$ cat src/verilog/chc_pkg.sv
// Purpose: constants and types for the charger control block
// Assumes: core_clk at 10 MHz; register port fed by the serial decoder
// Notes:   all timers count a 1 ms tick
// What this block does
// - top-off threshold is a programmable percentage; 0% leaves only the timer
// - top-off timer programmable or off; 0% and off never ends charge
// - done only on current below threshold or top-off timeout
// - with restart on, battery below restart level after done re-enters fast
// - with restart off, charging stops at done and is not maintained
// - done flags event A and interrupts; reading event A disables charger
// - safety timer expiry flags event A, interrupts, disables 5 s later
// - every charger register returns to default on reset
// - without override, inhibit pin high disables, low enables charging
// - every inhibit pin level change flags event A and interrupts
// - any access to control A makes the pin ignored for enabling
// - charge enable resets to one; host writes zero to avoid enable
// - reconnecting the charger cancels override; one variant only in lockout
// - indicator sink on after reset, then follows regulator control bit 7
// - watchdog enabled starts 5 s on enable; control accesses restart it
// - watchdog expiry flags event A, interrupts, disables the charger
// - input overvoltage held 324 ms powers charger down and flags event A
// - open-drain interrupt driven low for any unmasked event bit
// - event registers clear on read; after reset the interrupt is masked until both are read
// - events during read-out are held and applied after all reads
// - wake on charger detect above lockout, by rising edge
// - pending wake pulses output with 50 ms period, 98% duty
// - access to either event register or safety expiry stops wake
// - wake edge must stay valid through a 10 ms filter
package chc_pkg;

  localparam int CLK_NS     = 100;
  localparam int TICK_NS    = 1000000;
  localparam int TICK_CYC   = TICK_NS / CLK_NS;
  localparam int MIN_MS     = 60000;
  localparam int WDOG_MS    = 5000;
  localparam int GRACE_MS   = 5000;
  localparam int OVP_MS     = 324;
  localparam int WDEB_MS    = 10;
  localparam int WAKE_PER_MS = 50;
  localparam int WAKE_PCT   = 98;
  localparam int WAKE_ON_MS = WAKE_PER_MS * WAKE_PCT / 100;
  localparam logic [5:0] WAKE_LAST = 6'(WAKE_PER_MS - 1);
  localparam logic [5:0] WAKE_ON   = 6'(WAKE_ON_MS);

  localparam int TW = 24;
  localparam int NT = 6;
  localparam int T_WDOG  = 0;
  localparam int T_SAFE  = 1;
  localparam int T_TOP   = 2;
  localparam int T_GRACE = 3;
  localparam int T_OVP   = 4;
  localparam int T_DEB   = 5;

  localparam logic [7:0] OFS_STATUS   = 8'h02;
  localparam logic [7:0] OFS_EVT_A    = 8'h03;
  localparam logic [7:0] OFS_EVT_B    = 8'h04;
  localparam logic [7:0] OFS_MASK_A   = 8'h05;
  localparam logic [7:0] OFS_MASK_B   = 8'h06;
  localparam logic [7:0] OFS_CTRL_A   = 8'h09;
  localparam logic [7:0] OFS_CTRL_B   = 8'h0a;
  localparam logic [7:0] OFS_REG_CTRL = 8'h0b;

  localparam logic [7:0] CTRL_A_RST   = 8'h01;
  localparam logic [7:0] REG_CTRL_RST = 8'h80;

  localparam int CA_EN      = 0;
  localparam int CA_THR     = 1;
  localparam int THR_W      = 3;
  localparam int CA_RESTART = 4;
  localparam int CA_TOP     = 5;
  localparam int CB_SAFE    = 0;
  localparam int RC_WATCHDOG_ENABLE_BIT   = 0;
  localparam int RC_LED     = 7;
  localparam int EA_DONE    = 0;
  localparam int EA_SAFE    = 1;
  localparam int EA_WDOG    = 2;
  localparam int EA_PIN     = 3;
  localparam int EA_OVP     = 4;
  localparam int EA_TOPOFF  = 5;
  localparam int EB_DET     = 6;
  localparam int SB_PIN     = 0;
  localparam int SB_PRES    = 1;
  localparam int SB_DONE    = 2;
  localparam int SB_OVP     = 3;
  localparam int SB_FAST    = 4;

  // minutes per select code
  localparam logic [7:0] SAFE_MIN [4] = '{8'h3c, 8'h78, 8'hb4, 8'hf0};
  localparam logic [7:0] TOP_MIN  [4] = '{8'h00, 8'h0f, 8'h1e, 8'h2d};

  typedef enum logic [1:0] {
    CS_OFF    = 2'b00,
    CS_FAST   = 2'b01,
    CS_TOPOFF = 2'b10,
    CS_DONE   = 2'b11
  } chc_state_t;

  typedef struct packed {
    logic [7:0] addr;
    logic [7:0] wdata;
    logic       wr;
    logic       rd;
  } chc_req_t;

  typedef struct packed {
    logic inhibitPin;
    logic chargerPresent;
    logic batAboveUvlo;
    logic ovpDetect;
    logic currentBelowThr;
    logic vsetReached;
    logic batBelowRestart;
  } chc_ana_t;

  typedef struct packed {
    chc_state_t  state;
    logic [7:0]  ctrlA;
    logic [7:0]  ctrlB;
    logic [7:0]  regCtrl;
    logic [7:0]  maskA;
    logic [7:0]  maskB;
    logic [7:0]  evtA;
    logic [7:0]  evtB;
    logic [7:0]  pendA;
    logic [7:0]  pendB;
    logic [7:0]  rdData;
    logic [13:0] tickCnt;
    logic [5:0]  phase;
    logic        rdA;
    logic        rdB;
    logic        puMask;
    logic        override;
    logic        primed;
    logic        pinPrev;
    logic        presPrev;
    logic        srcPrev;
    logic        wakePend;
    logic        ovpShut;
    logic        safeHit;
    logic        graceRun;
    logic        chgOn;
    logic        active;
    logic        irqOeN;
    logic        wakeOeN;
    logic        pinLow;
  } chc_st_t;

  localparam chc_st_t CHC_ST_RST = '{state: CS_OFF, ctrlA: CTRL_A_RST,
    regCtrl: REG_CTRL_RST, puMask: 1'b1, irqOeN: 1'b1, wakeOeN: 1'b1,
    default: '0};

  typedef struct packed {
    logic [TW-1:0] cnt;
    logic          expired;
  } chc_tmr_t;

endpackage : chc_pkg

$ cat src/verilog/chc_charger_ctrl.sv
// Purpose: charger sequencing, enable arbitration, events and wake output
// Assumes: register strobes are one-cycle pulses from the serial decoder
// Notes:   open-drain pins are driven low while their enable is low
`timescale 1ns/1ps
module chc_charger_ctrl
  import chc_pkg::*;
#(
  parameter int TICK_CYCLES  = TICK_CYC,
  parameter int MINUTE_TICKS = MIN_MS,
  parameter bit RECON_UNDERVOLTAGE_LOCKOUT   = 1'b0
) (
  input  wire logic        core_clk,
  input  wire logic        rst_n,
  input  wire chc_req_t    regReq,
  input  wire chc_ana_t    ana,
  output logic [7:0]       regRdData,
  output logic             chargeActive,
  output chc_state_t       chargeMode,
  output logic [THR_W-1:0] topoffThr,
  output logic             ledSinkOn,
  output logic             irqOut,
  output logic             irqOeN,
  output logic             wakeOut,
  output logic             wakeOeN
);

  chc_st_t       s_r;
  chc_st_t       s_nxt;
  logic [NT-1:0] tRun;
  logic [NT-1:0] tExp;
  logic [TW-1:0] tLim [NT];
  logic          tick;
  logic          acc3;
  logic          acc4;
  logic          acc9;
  logic          accA;
  logic          wr9;
  logic          rdEvA;
  logic          charging;
  logic          doneQual;
  logic          inRead;
  logic          safeEdge;
  logic          wakeSrc;
  logic [7:0]    newA;
  logic [7:0]    newB;

  assign tick     = (s_r.tickCnt == 14'(TICK_CYCLES - 1));
  assign acc3     = (regReq.rd | regReq.wr) && (regReq.addr == OFS_EVT_A);
  assign acc4     = (regReq.rd | regReq.wr) && (regReq.addr == OFS_EVT_B);
  assign acc9     = (regReq.rd | regReq.wr) && (regReq.addr == OFS_CTRL_A);
  assign accA     = (regReq.rd | regReq.wr) && (regReq.addr == OFS_CTRL_B);
  assign wr9      = regReq.wr && (regReq.addr == OFS_CTRL_A);
  assign rdEvA    = regReq.rd && (regReq.addr == OFS_EVT_A);
  assign charging = (s_r.state == CS_FAST) || (s_r.state == CS_TOPOFF);
  assign inRead   = s_r.rdA | s_r.rdB;
  assign safeEdge = tExp[T_SAFE] && !s_r.safeHit;
  assign wakeSrc  = tExp[T_DEB] && ana.batAboveUvlo;

  assign doneQual = (s_r.state == CS_TOPOFF) &&
    (((s_r.ctrlA[CA_THR +: THR_W] != '0) && ana.currentBelowThr) ||
     tExp[T_TOP]);

  always_comb begin
    tRun[T_WDOG]  = s_r.regCtrl[RC_WATCHDOG_ENABLE_BIT] && s_r.chgOn && !(acc9 || accA);
    tRun[T_SAFE]  = charging && !s_r.safeHit;
    // top-off timer off at code zero
    tRun[T_TOP]   = (s_r.state == CS_TOPOFF) &&
                    (s_r.ctrlA[CA_TOP +: 2] != 2'h0);
    tRun[T_GRACE] = s_r.graceRun;
    tRun[T_OVP]   = ana.ovpDetect && !s_r.ovpShut;
    tRun[T_DEB]   = ana.chargerPresent;
    tLim[T_WDOG]  = TW'(WDOG_MS);
    tLim[T_SAFE]  = TW'(int'(SAFE_MIN[s_r.ctrlB[CB_SAFE +: 2]]) *
                        MINUTE_TICKS);
    tLim[T_TOP]   = TW'(int'(TOP_MIN[s_r.ctrlA[CA_TOP +: 2]]) *
                        MINUTE_TICKS);
    tLim[T_GRACE] = TW'(GRACE_MS);
    tLim[T_OVP]   = TW'(OVP_MS);
    tLim[T_DEB]   = TW'(WDEB_MS);
  end

  for (genvar i = 0; i < NT; i++) begin : g_tmr
    chc_timer u_tmr (
      .core_clk (core_clk),
      .rst_n    (rst_n),
      .tick     (tick),
      .run      (tRun[i]),
      .limit    (tLim[i]),
      .expired  (tExp[i])
    );
  end

  always_comb begin
    logic       enSrc;
    logic       kill;
    logic       rA;
    logic       rB;
    logic [7:0] evA;
    logic [7:0] evB;
    logic [7:0] pA;
    logic [7:0] pB;
    logic [7:0] status;
    enSrc  = 1'b0;
    kill   = 1'b0;
    rA     = 1'b0;
    rB     = 1'b0;
    evA    = s_r.evtA;
    evB    = s_r.evtB;
    pA     = s_r.pendA;
    pB     = s_r.pendB;
    status = '0;
    newA   = '0;
    newB   = '0;
    s_nxt  = s_r;
    s_nxt.tickCnt = tick ? '0 : s_r.tickCnt + 14'h0001;
    s_nxt.pinLow  = 1'b0;
    s_nxt.primed  = 1'b1;

    newA[EA_PIN]   = s_r.primed && (s_r.pinPrev != ana.inhibitPin);
    s_nxt.pinPrev  = ana.inhibitPin;
    s_nxt.presPrev = ana.chargerPresent;

    if (tExp[T_OVP] && !s_r.ovpShut) begin
      s_nxt.ovpShut = 1'b1;
      newA[EA_OVP]  = 1'b1;
    end else if (!ana.ovpDetect) begin
      s_nxt.ovpShut = 1'b0;
    end

    if (regReq.wr) begin
      case (regReq.addr)
        OFS_CTRL_A:   s_nxt.ctrlA   = regReq.wdata;
        OFS_CTRL_B:   s_nxt.ctrlB   = regReq.wdata;
        OFS_REG_CTRL: s_nxt.regCtrl = regReq.wdata;
        OFS_MASK_A:   s_nxt.maskA   = regReq.wdata;
        OFS_MASK_B:   s_nxt.maskB   = regReq.wdata;
        default:      ;
      endcase
    end

    if (s_r.primed && ana.chargerPresent && !s_r.presPrev &&
        (!RECON_UNDERVOLTAGE_LOCKOUT || !ana.batAboveUvlo)) begin
      s_nxt.override = 1'b0;
    end
    if (acc9) begin
      s_nxt.override = 1'b1;
    end

    if (rdEvA && (s_r.state == CS_DONE)) begin
      kill = 1'b1;
    end
    if (tExp[T_GRACE]) begin
      kill = 1'b1;
      s_nxt.graceRun = 1'b0;
    end
    if (tExp[T_WDOG]) begin
      kill = 1'b1;
      newA[EA_WDOG] = 1'b1;
    end
    // a host write to control A in the same cycle wins
    if (kill && !wr9) begin
      s_nxt.ctrlA[CA_EN] = 1'b0;
      s_nxt.override     = 1'b1;
    end

    if (safeEdge) begin
      s_nxt.safeHit  = 1'b1;
      s_nxt.graceRun = 1'b1;
      newA[EA_SAFE]  = 1'b1;
    end
    if (!s_r.chgOn) begin
      s_nxt.safeHit  = 1'b0;
      s_nxt.graceRun = 1'b0;
    end

    enSrc = s_nxt.override ? s_nxt.ctrlA[CA_EN] : !ana.inhibitPin;
    s_nxt.chgOn = enSrc && ana.chargerPresent && !s_nxt.ovpShut;

    unique case (s_r.state)
      CS_OFF: begin
        if (s_r.chgOn) begin
          s_nxt.state = CS_FAST;
        end
      end
      CS_FAST: begin
        if (ana.vsetReached) begin
          s_nxt.state     = CS_TOPOFF;
          newA[EA_TOPOFF] = 1'b1;
        end
      end
      CS_TOPOFF: begin
        if (doneQual) begin
          s_nxt.state   = CS_DONE;
          newA[EA_DONE] = 1'b1;
        end
      end
      CS_DONE: begin
        if (s_r.ctrlA[CA_RESTART] && ana.batBelowRestart) begin
          s_nxt.state = CS_FAST;
        end
      end
    endcase
    if (!s_r.chgOn) begin
      s_nxt.state = CS_OFF;
    end
    s_nxt.active = (s_nxt.state == CS_FAST) || (s_nxt.state == CS_TOPOFF);

    // event access or safety expiry stops wake
    s_nxt.srcPrev = wakeSrc;
    if (acc3 || acc4 || safeEdge) begin
      s_nxt.wakePend = 1'b0;
    end
    if (s_r.primed && wakeSrc && !s_r.srcPrev) begin
      s_nxt.wakePend = 1'b1;
      newB[EB_DET]   = 1'b1;
    end
    if (!s_nxt.wakePend) begin
      s_nxt.phase = '0;
    end else if (tick) begin
      s_nxt.phase = (s_r.phase == WAKE_LAST) ? '0 : s_r.phase + 6'h01;
    end
    s_nxt.wakeOeN = !(s_nxt.wakePend && (s_nxt.phase < WAKE_ON));

    if (acc3) begin
      evA = '0;
    end
    if (acc4) begin
      evB = '0;
    end
    if (acc3 || safeEdge) begin
      evB[EB_DET] = 1'b0;
    end
    if (inRead || acc3 || acc4) begin
      pA = pA | newA;
      pB = pB | newB;
    end else begin
      evA = evA | newA;
      evB = evB | newB;
    end
    rA = s_r.rdA | acc3;
    rB = s_r.rdB | acc4;
    if (rA && rB) begin
      evA = evA | pA;
      evB = evB | pB;
      pA  = '0;
      pB  = '0;
      rA  = 1'b0;
      rB  = 1'b0;
      s_nxt.puMask = 1'b0;
    end
    s_nxt.evtA  = evA;
    s_nxt.evtB  = evB;
    s_nxt.pendA = pA;
    s_nxt.pendB = pB;
    s_nxt.rdA   = rA;
    s_nxt.rdB   = rB;
    s_nxt.irqOeN = !((((evA & ~s_nxt.maskA) | (evB & ~s_nxt.maskB)) != '0)
                     && !s_nxt.puMask);

    status[SB_PIN]  = ana.inhibitPin;
    status[SB_PRES] = ana.chargerPresent;
    status[SB_DONE] = s_r.state == CS_DONE;
    status[SB_OVP]  = s_r.ovpShut;
    status[SB_FAST] = s_r.state == CS_FAST;
    if (regReq.rd) begin
      case (regReq.addr)
        OFS_STATUS:   s_nxt.rdData = status;
        OFS_EVT_A:    s_nxt.rdData = s_r.evtA;
        OFS_EVT_B:    s_nxt.rdData = s_r.evtB;
        OFS_MASK_A:   s_nxt.rdData = s_r.maskA;
        OFS_MASK_B:   s_nxt.rdData = s_r.maskB;
        OFS_CTRL_A:   s_nxt.rdData = s_r.ctrlA;
        OFS_CTRL_B:   s_nxt.rdData = s_r.ctrlB;
        OFS_REG_CTRL: s_nxt.rdData = s_r.regCtrl;
        default:      s_nxt.rdData = '0;
      endcase
    end
  end

  always_ff @(posedge core_clk or negedge rst_n) begin
    if (!rst_n) begin
      s_r <= CHC_ST_RST;
    end else begin
      s_r <= s_nxt;
    end
  end

  assign regRdData    = s_r.rdData;
  assign chargeActive = s_r.active;
  assign chargeMode   = s_r.state;
  assign topoffThr    = s_r.ctrlA[CA_THR +: THR_W];
  assign ledSinkOn    = s_r.regCtrl[RC_LED];
  assign irqOut       = s_r.pinLow;
  assign irqOeN       = s_r.irqOeN;
  assign wakeOut      = s_r.pinLow;
  assign wakeOeN      = s_r.wakeOeN;
endmodule : chc_charger_ctrl

$ cat src/verilog/chc_timer.sv
// Purpose: millisecond interval timer used for every charger timeout
// Assumes: tick is a one-cycle pulse once per millisecond
// Notes:   expired holds while run stays high once limit ticks have passed
`timescale 1ns/1ps
module chc_timer
  import chc_pkg::*;
(
  input  wire logic          core_clk,
  input  wire logic          rst_n,
  input  wire logic          tick,
  input  wire logic          run,
  input  wire logic [TW-1:0] limit,
  output logic               expired
);

  chc_tmr_t s_r;
  chc_tmr_t s_nxt;

  always_comb begin
    s_nxt = s_r;
    if (!run) begin
      s_nxt.cnt = '0;
    end else if (tick && (s_r.cnt < limit)) begin
      s_nxt.cnt = s_r.cnt + TW'(1);
    end
    s_nxt.expired = run && (s_nxt.cnt >= limit);
  end

  always_ff @(posedge core_clk or negedge rst_n) begin
    if (!rst_n) begin
      s_r <= '0;
    end else begin
      s_r <= s_nxt;
    end
  end

  assign expired = s_r.expired;

endmodule : chc_timer
$ cat config.mk
export PLATFORM = sky130hd
export DESIGN_NAME = chc_charger_ctrl
export DESIGN_NICKNAME = d
export VERILOG_FILES = /design/src/verilog/chc_pkg.sv /design/src/verilog/chc_charger_ctrl.sv /design/src/verilog/chc_timer.sv
export SDC_FILE = /design/constraint.sdc
export NUM_CORES = 1
export LEC_CHECK = 0
export BUFFER_PORTS_ARGS = -buffer_cell sky130_fd_sc_hd__buf_2
export CAP_MARGIN = 20
export CORE_UTILIZATION = 65
export DETAILED_ROUTE_END_ITERATION = 8
export HOLD_SLACK_MARGIN = 0.15
export PLACE_DENSITY = 0.81
export SETUP_SLACK_MARGIN = 0.5
export SLEW_MARGIN = 5
export SYNTH_ARGS = -nofsm -noshare
export SYNTH_HDL_FRONTEND = slang
export SYNTH_SLANG_ARGS = --single-unit
$ cat constraint.sdc
create_clock -name core_clk -period 14.13 [get_ports core_clk]
set_input_delay 0 -clock core_clk [delete_from_list [all_inputs] [get_ports core_clk]]
set_output_delay 0 -clock core_clk [all_outputs]
set_load 0.005 [all_outputs]
======== After elaboration in Yosys (flattened, before gate mapping) ========
Index checks and enable logic that the tools add are counted.
storage, ports and cells
  bits in registers ....................... 268
  input port bits ......................... 27
cells by class
  add/subtract/negate cells ............... 8
  multipliers ............................. 2
  magnitude comparators ................... 15
  eq/ne operators ......................... 18
  muxes and demuxes ....................... 71
  bitwise gates (word level) .............. 17
  reductions and logical operators ........ 68
operator list
  cell                                                                 count
  2-to-1 mux 24 bit                                                    12
  adder 24 x 1 -> 24 bit, second input constant                        6
  2-to-1 mux 8 bit                                                     18
  one-hot mux 8 bit (8 select lines)                                   1
  greater-or-equal comparator 24 x 13 -> 1 bit, second input constant  2
  greater-or-equal comparator 24 bit                                   2
  < comparator 24 x 13 -> 1 bit, second input constant                 2
  < comparator 24 bit                                                  2
  logical AND 1 bit                                                    41
  multiplier 8 x 11 -> 19 bit, second input constant                   2
  2-to-1 mux 33 bit                                                    1
  binary-select mux 8 bit (select 2 bit)                               2
  2-to-1 mux 1 bit                                                     26
  equality test 8 x 3 -> 1 bit, second input constant                  3
  equality test 8 x 4 -> 1 bit, second input constant                  3
  greater-or-equal comparator 24 x 4 -> 1 bit, second input constant   1
  greater-or-equal comparator 24 x 9 -> 1 bit, second input constant   1
  < comparator 24 x 4 -> 1 bit, second input constant                  1
  < comparator 24 x 9 -> 1 bit, second input constant                  1
  bitwise OR 8 bit                                                     3
  2-to-1 mux 6 bit                                                     3
  AND 8 bit                                                            2
  equality test 8 x 2 -> 1 bit, second input constant                  2
  inverter 8 bit                                                       2
  25 further kinds                                                     60

======== Longest topological paths before layout ========
  depth in word-level cells ............... 15
  depth in mapped cells ................... 33
  gate-level depth less buffers ........... 32

======== Cells and area by module ========
A second synthesis with hierarchy kept.
second synthesis, totals
  cell total of the unflattened synthesis .. 2342
  area total of the unflattened synthesis .. 21358.0 µm²
by module, submodules not included
  module                          instances  cells an instance  area each (µm²)  sequential area each (µm²)
  chc_charger_ctrl                1          611                6253.5           2733.9
  chc_timer (g_tmr[0].u_tmr ...)  2          299                2549.9           625.6
  chc_timer (g_tmr[1].u_tmr ...)  2          278                2497.4           625.6
  chc_timer (g_tmr[3].u_tmr)      1          301                2603.7           625.6
  chc_timer (g_tmr[5].u_tmr)      1          276                2406.1           625.6

======== Worst setup path before layout ========
OpenSTA, ideal clock, no wires.
  path kind ............................... register to register
  from .................................... reg s_r[102] (netlist name)
  to ...................................... reg g_tmr[1].u_tmr.s_r, in the netlist g_tmr[1].u_tmr.expired
  arrival ................................. 6195 ps
  data required time ...................... 14010 ps
  setup slack ............................. 7815 ps
  cell stages (with the launch flop) ...... 31
  buffers on the path ..................... 1
  clock period less this slack ............ 6315 ps
  cell sequence ........................... dfrtp_1 -> inv_1 -> ha_1 -> nor2_1 -> inv_1 -> ha_1 -> ha_1 -> ha_1 -> ha_1 -> a31oi_1 -> o22ai_1 -> a221o_1 -> a221oi_1 -> xor2_1 -> ha_1 -> nand4_1 -> nor2_1 -> a311oi_2 -> o211a_1 -> and4_1 -> buf_2 -> nand4_1 -> a21oi_1 -> ha_1 -> a21o_1 -> a21o_1 -> a21o_1 -> a21o_1 -> a211oi_1 -> o21a_1 -> nor2_1
RTL lines
  what                    RTL line                 RTL
  start, declared         chc_charger_ctrl.sv:27   chc_st_t s_r;
  start signal, assigned  chc_charger_ctrl.sv:284  s_r <= s_nxt;
  end signal, assigned    chc_timer.sv:33          s_r <= s_nxt;
  end, declared           chc_timer.sv:16          chc_tmr_t s_r;

==> impl_metrics.yaml <==
status:
  outcome: "finished clean"
logic_synthesis:
  synth_edf_count: 0
  ys_async_sr_fraction_pct: 100
  post-synth-top-count-cell: "dfrtp_1"
  synth_cell_type_count: 81
  synth_xor_area_share_pct: 4.34
  synth-compound-area-share_pct: 13.2
  ys_ff_latch: 259
  synthMuxAreaShare_pct: 3.56
  syn_avg_cell_area_um2: 9.99
  syn_inst: 1453
  synthFlopType: "dfrtp_1"
  netlist_area_mm2: 0.0145
  synth_top_family_by_area: "simple AND/OR/NAND/NOR gates"
  ys_seq_area_share_pct: 44.7
  yosys.area_share.adder_pct: 9.91
  synthTopCellsByCount: "dfrtp_1 (254), ha_1 (115), nor2_1 (112)"
  synth_area_leader_cell: "dfrtp_1"
  yosysWarningCount: 0
  yosys-top-cells-area: "dfrtp_1 (44%), ha_1 (9.9%), and2_1 (3.3%)"
  synth_top_area_share_pct: 43.8
  synth-simple-area-share_pct: 20.4
power_and_ir_drop:
  clockPowerShare_pct: 46.2
  p_leak_nw: 7.68
  power_mw: 1.69
  ir_drop_mv: 0.0913
  powerDensity_mw_per_mm2: 104
  sw_frac_of_total_pct: 23.9
  seqPwrFrac_pct: 45.3
  internal_power_mw: 1.29
  p_switching_uw: 404
  power_frac_comb_pct: 8.5
cells_and_area:
  drive_above_1_share_pct: 10.3
  layout.nets: 1651
  post-route-util_pct: 74.0
  fillers: 1542
  n_antenna_cell: 0
  seq_area_mm2: 0.00649
  area_growth_pct: 11.5
  multiInputGateArea_mm2: 0.00750
worst_setup_path:
  critPathTopFamily: "compound AO/OA/AOI/OAI gates"
  critical_path.max_fanout: 12
  crit_buf_inv: 2
  crit_path_end_kind: "register"
  worstPathArrival_ps: 7960
  start_kind: "register"
  critPathMaxStageDelay_ps: 560
  required_ps: 14560
  slowest_stage: "or4_1"
  cpMostUsedCell: "ha_1"
  criticalPathCategory: "register to register"
floorplanning:
  num_rows: 54
  die_w_um: 151
  die_y_um: 151
  start_util_pct: 66.3
  core_mm2: 0.0219
  die_area_mm2: 0.0229
  ioPinCount: 46
global_routing:
  grt_antenna_before_repair: 0
  grt_use_total_pct: 30.3
  grt_pass1_vias: 11300
  grt_pass1_wl_um: 55400
  grt_overflow: 0
  grt_max_degree: 122
hold_path:
  hp-class: "input pin to async pin"
placement:
  hpwl_um: 22900
  gp_congestion: 0.925
  io_buffer_count: 43
route:
  drc: 0
  dr.pass1.iters: 6
  post_drt_wl_per_cell_um: 18.9
  avgViaCountPerCell: 6.38
  routed_wl_um: 34300
  drt_iter0_drc: 1007
  drtAntennaViolNets: 0
  vias: 11600
clock_tree:
  cts_setup_buffers: 0
  cts_resized: 0
  clkTransAtPathRegs_ps: 60
  clk_latency_ps: 530
  cts_tree: "done"
  htreeDepth: 1
  cts_buffer_depth: 3
  cts_sinks: 259
  numCtsBuffers: 28
  cts_root_buf: "clkbuf_16"
timing:
  skew_ps: 11.7
  finalCritPeriodShare_pct: 53.3
  fin_setup_tns_ps: 0
  worst_slew_pin_slew_ps: 960
  setup_viol: 0
  finalMaxSlewViolations: 0
  hold_viol_final: 0
  grt_setup_unrepaired: "no"
  max_freq_ghz: 0.133
  hold_slack_ps: 119
  fin_crit_ps: 7530
  maxSlewHeadroom_pct: 35.6
run:
  max_cap_viol_count: 0
worst paths after layout:
path,startpoint,end,slack (ps),depth (start not counted)
setup / recovery,s_r[102]$_DFFE_PN0P_,g_tmr[1].u_tmr.expired$_DFF_PN0_,6600,30
hold / removal,rst_n,g_tmr[2].u_tmr.s_r[13]$_DFF_PN0_,120,2
setup reg to reg,s_r[102]$_DFFE_PN0P_,g_tmr[1].u_tmr.expired$_DFF_PN0_,6600,30
hold reg to reg,s_r[23]$_DFF_PN0_,s_r[23]$_DFF_PN0_,460,1
max in group asynchronous,rst_n,g_tmr[1].u_tmr.s_r[16]$_DFF_PN0_,12480,3
min in group core_clk,ana[6],s_r[11]$_DFF_PN0_,190,2
metal layers:
layer / global-route usage (%) / part of all wire [%] / up-vias
met1: 40.8 / 43 / 5628
met5: 0 / 0 / -
li1: - / - / 5386
met3: 4.46 / 6.3 / 81
met4: 9.95 / 2.5 / 0
met2: 50.4 / 48 / 456
worst register-to-register path, delay by kind of cell, from the launching register on:
family | cells | cell delay (ps)
compound gates | 12 | 2550
simple gates | 8 | 1700
xor+xnor | 1 | 200
fa+ha+maj | 7 | 2120
buf+inv | 2 | 300
flops | 1 | 550
cells in the final DEF (no fill, tap or decap), types with 12 or more instances in the layout:
master / synthesis / routed
a21o_1: 20 / 20
a21oi_1: 59 / 59
a221oi_1: 12 / 12
a31oi_1: 14 / 14
and2_1: 77 / 77
and3_1: 32 / 32
buf_2: 5 / 42
clkbuf_16: 0 / 29
dfrtp_1: 254 / 254
dlygate4sd3_1: 0 / 30
ha_1: 115 / 115
inv_1: 74 / 74
mux2_2: 29 / 29
mux2i_1: 19 / 19
nand2_1: 91 / 91
nand2b_1: 12 / 12
nand3_1: 41 / 41
nand4_1: 46 / 46
nor2_1: 112 / 112
nor2b_1: 14 / 14
nor3_1: 24 / 23
nor4_1: 36 / 35
o21ai_0: 53 / 53
o22ai_1: 16 / 16
or3_1: 19 / 19
xnor2_1: 47 / 47
xor2_1: 25 / 25
power groups by stage:
stage	Combinational (mW)	Clock [mW]	Sequential (mW)
after detailed placement	0.133	0	0.779
after global placement	0.129	0	0.778
after CTS	0.140	0.790	0.765
after global routing	0.160	0.821	0.766
final	0.144	0.781	0.766
after floorplan	0.0851	0	0.775
cell type report:
cell class | instances | share of cell area (%)
clock inverter | 12 | 1.07
sequential | 259 | 40.1
clock buffer | 39 | 5.09
tap | 280 | 2.16
inverter | 75 | 1.74
multi-input combinational | 1065 | 46.3
timing repair buffer | 80 | 3.57
timing repair:
| action | in CTS | in global routing |
|---|---|---|
| hold buffers | 30 | 0 |
| hold endpoints to repair | 239 | 0 |
| setup endpoints to repair | 0 | 0 |
flip-flops by register name, indices dropped and copies added, names as in the netlist:
| register | count |
|---|---|
| topoffThr | 3 |
| ledSinkOn | 1 |
| s_r | 92 |
| g_tmr.u_tmr.expired | 6 |
| irqOeN | 1 |
| regRdData | 8 |
| wakeOeN | 1 |
| g_tmr.u_tmr.s_r | 144 |
| chargeActive | 1 |
| chargeMode | 2 |
logic make-up (layout without fill, tap and decap cells):
logic type | count (synthesis) | count (layout)
AO/OA/AOI/OAI | 279 | 279
XOR/XNOR | 72 | 72
adder cells (fa/ha/maj) | 115 | 115
buffers and inverters | 132 | 206
flip-flops | 259 | 259
multiplexers | 48 | 48
other | 2 | 5
AND/OR/NAND/NOR | 546 | 546
through the flow:
step	instance area, µm²	cells	setup WS, ps
floorplan	14500	1456	7810
global placement	14900	1729	7190
detailed placement	14900	1729	6830
CTS	16200	1810	6780
global route	16200	1810	6130
finish	16200	1810	6600
Power figures use the tool's default switching activity.
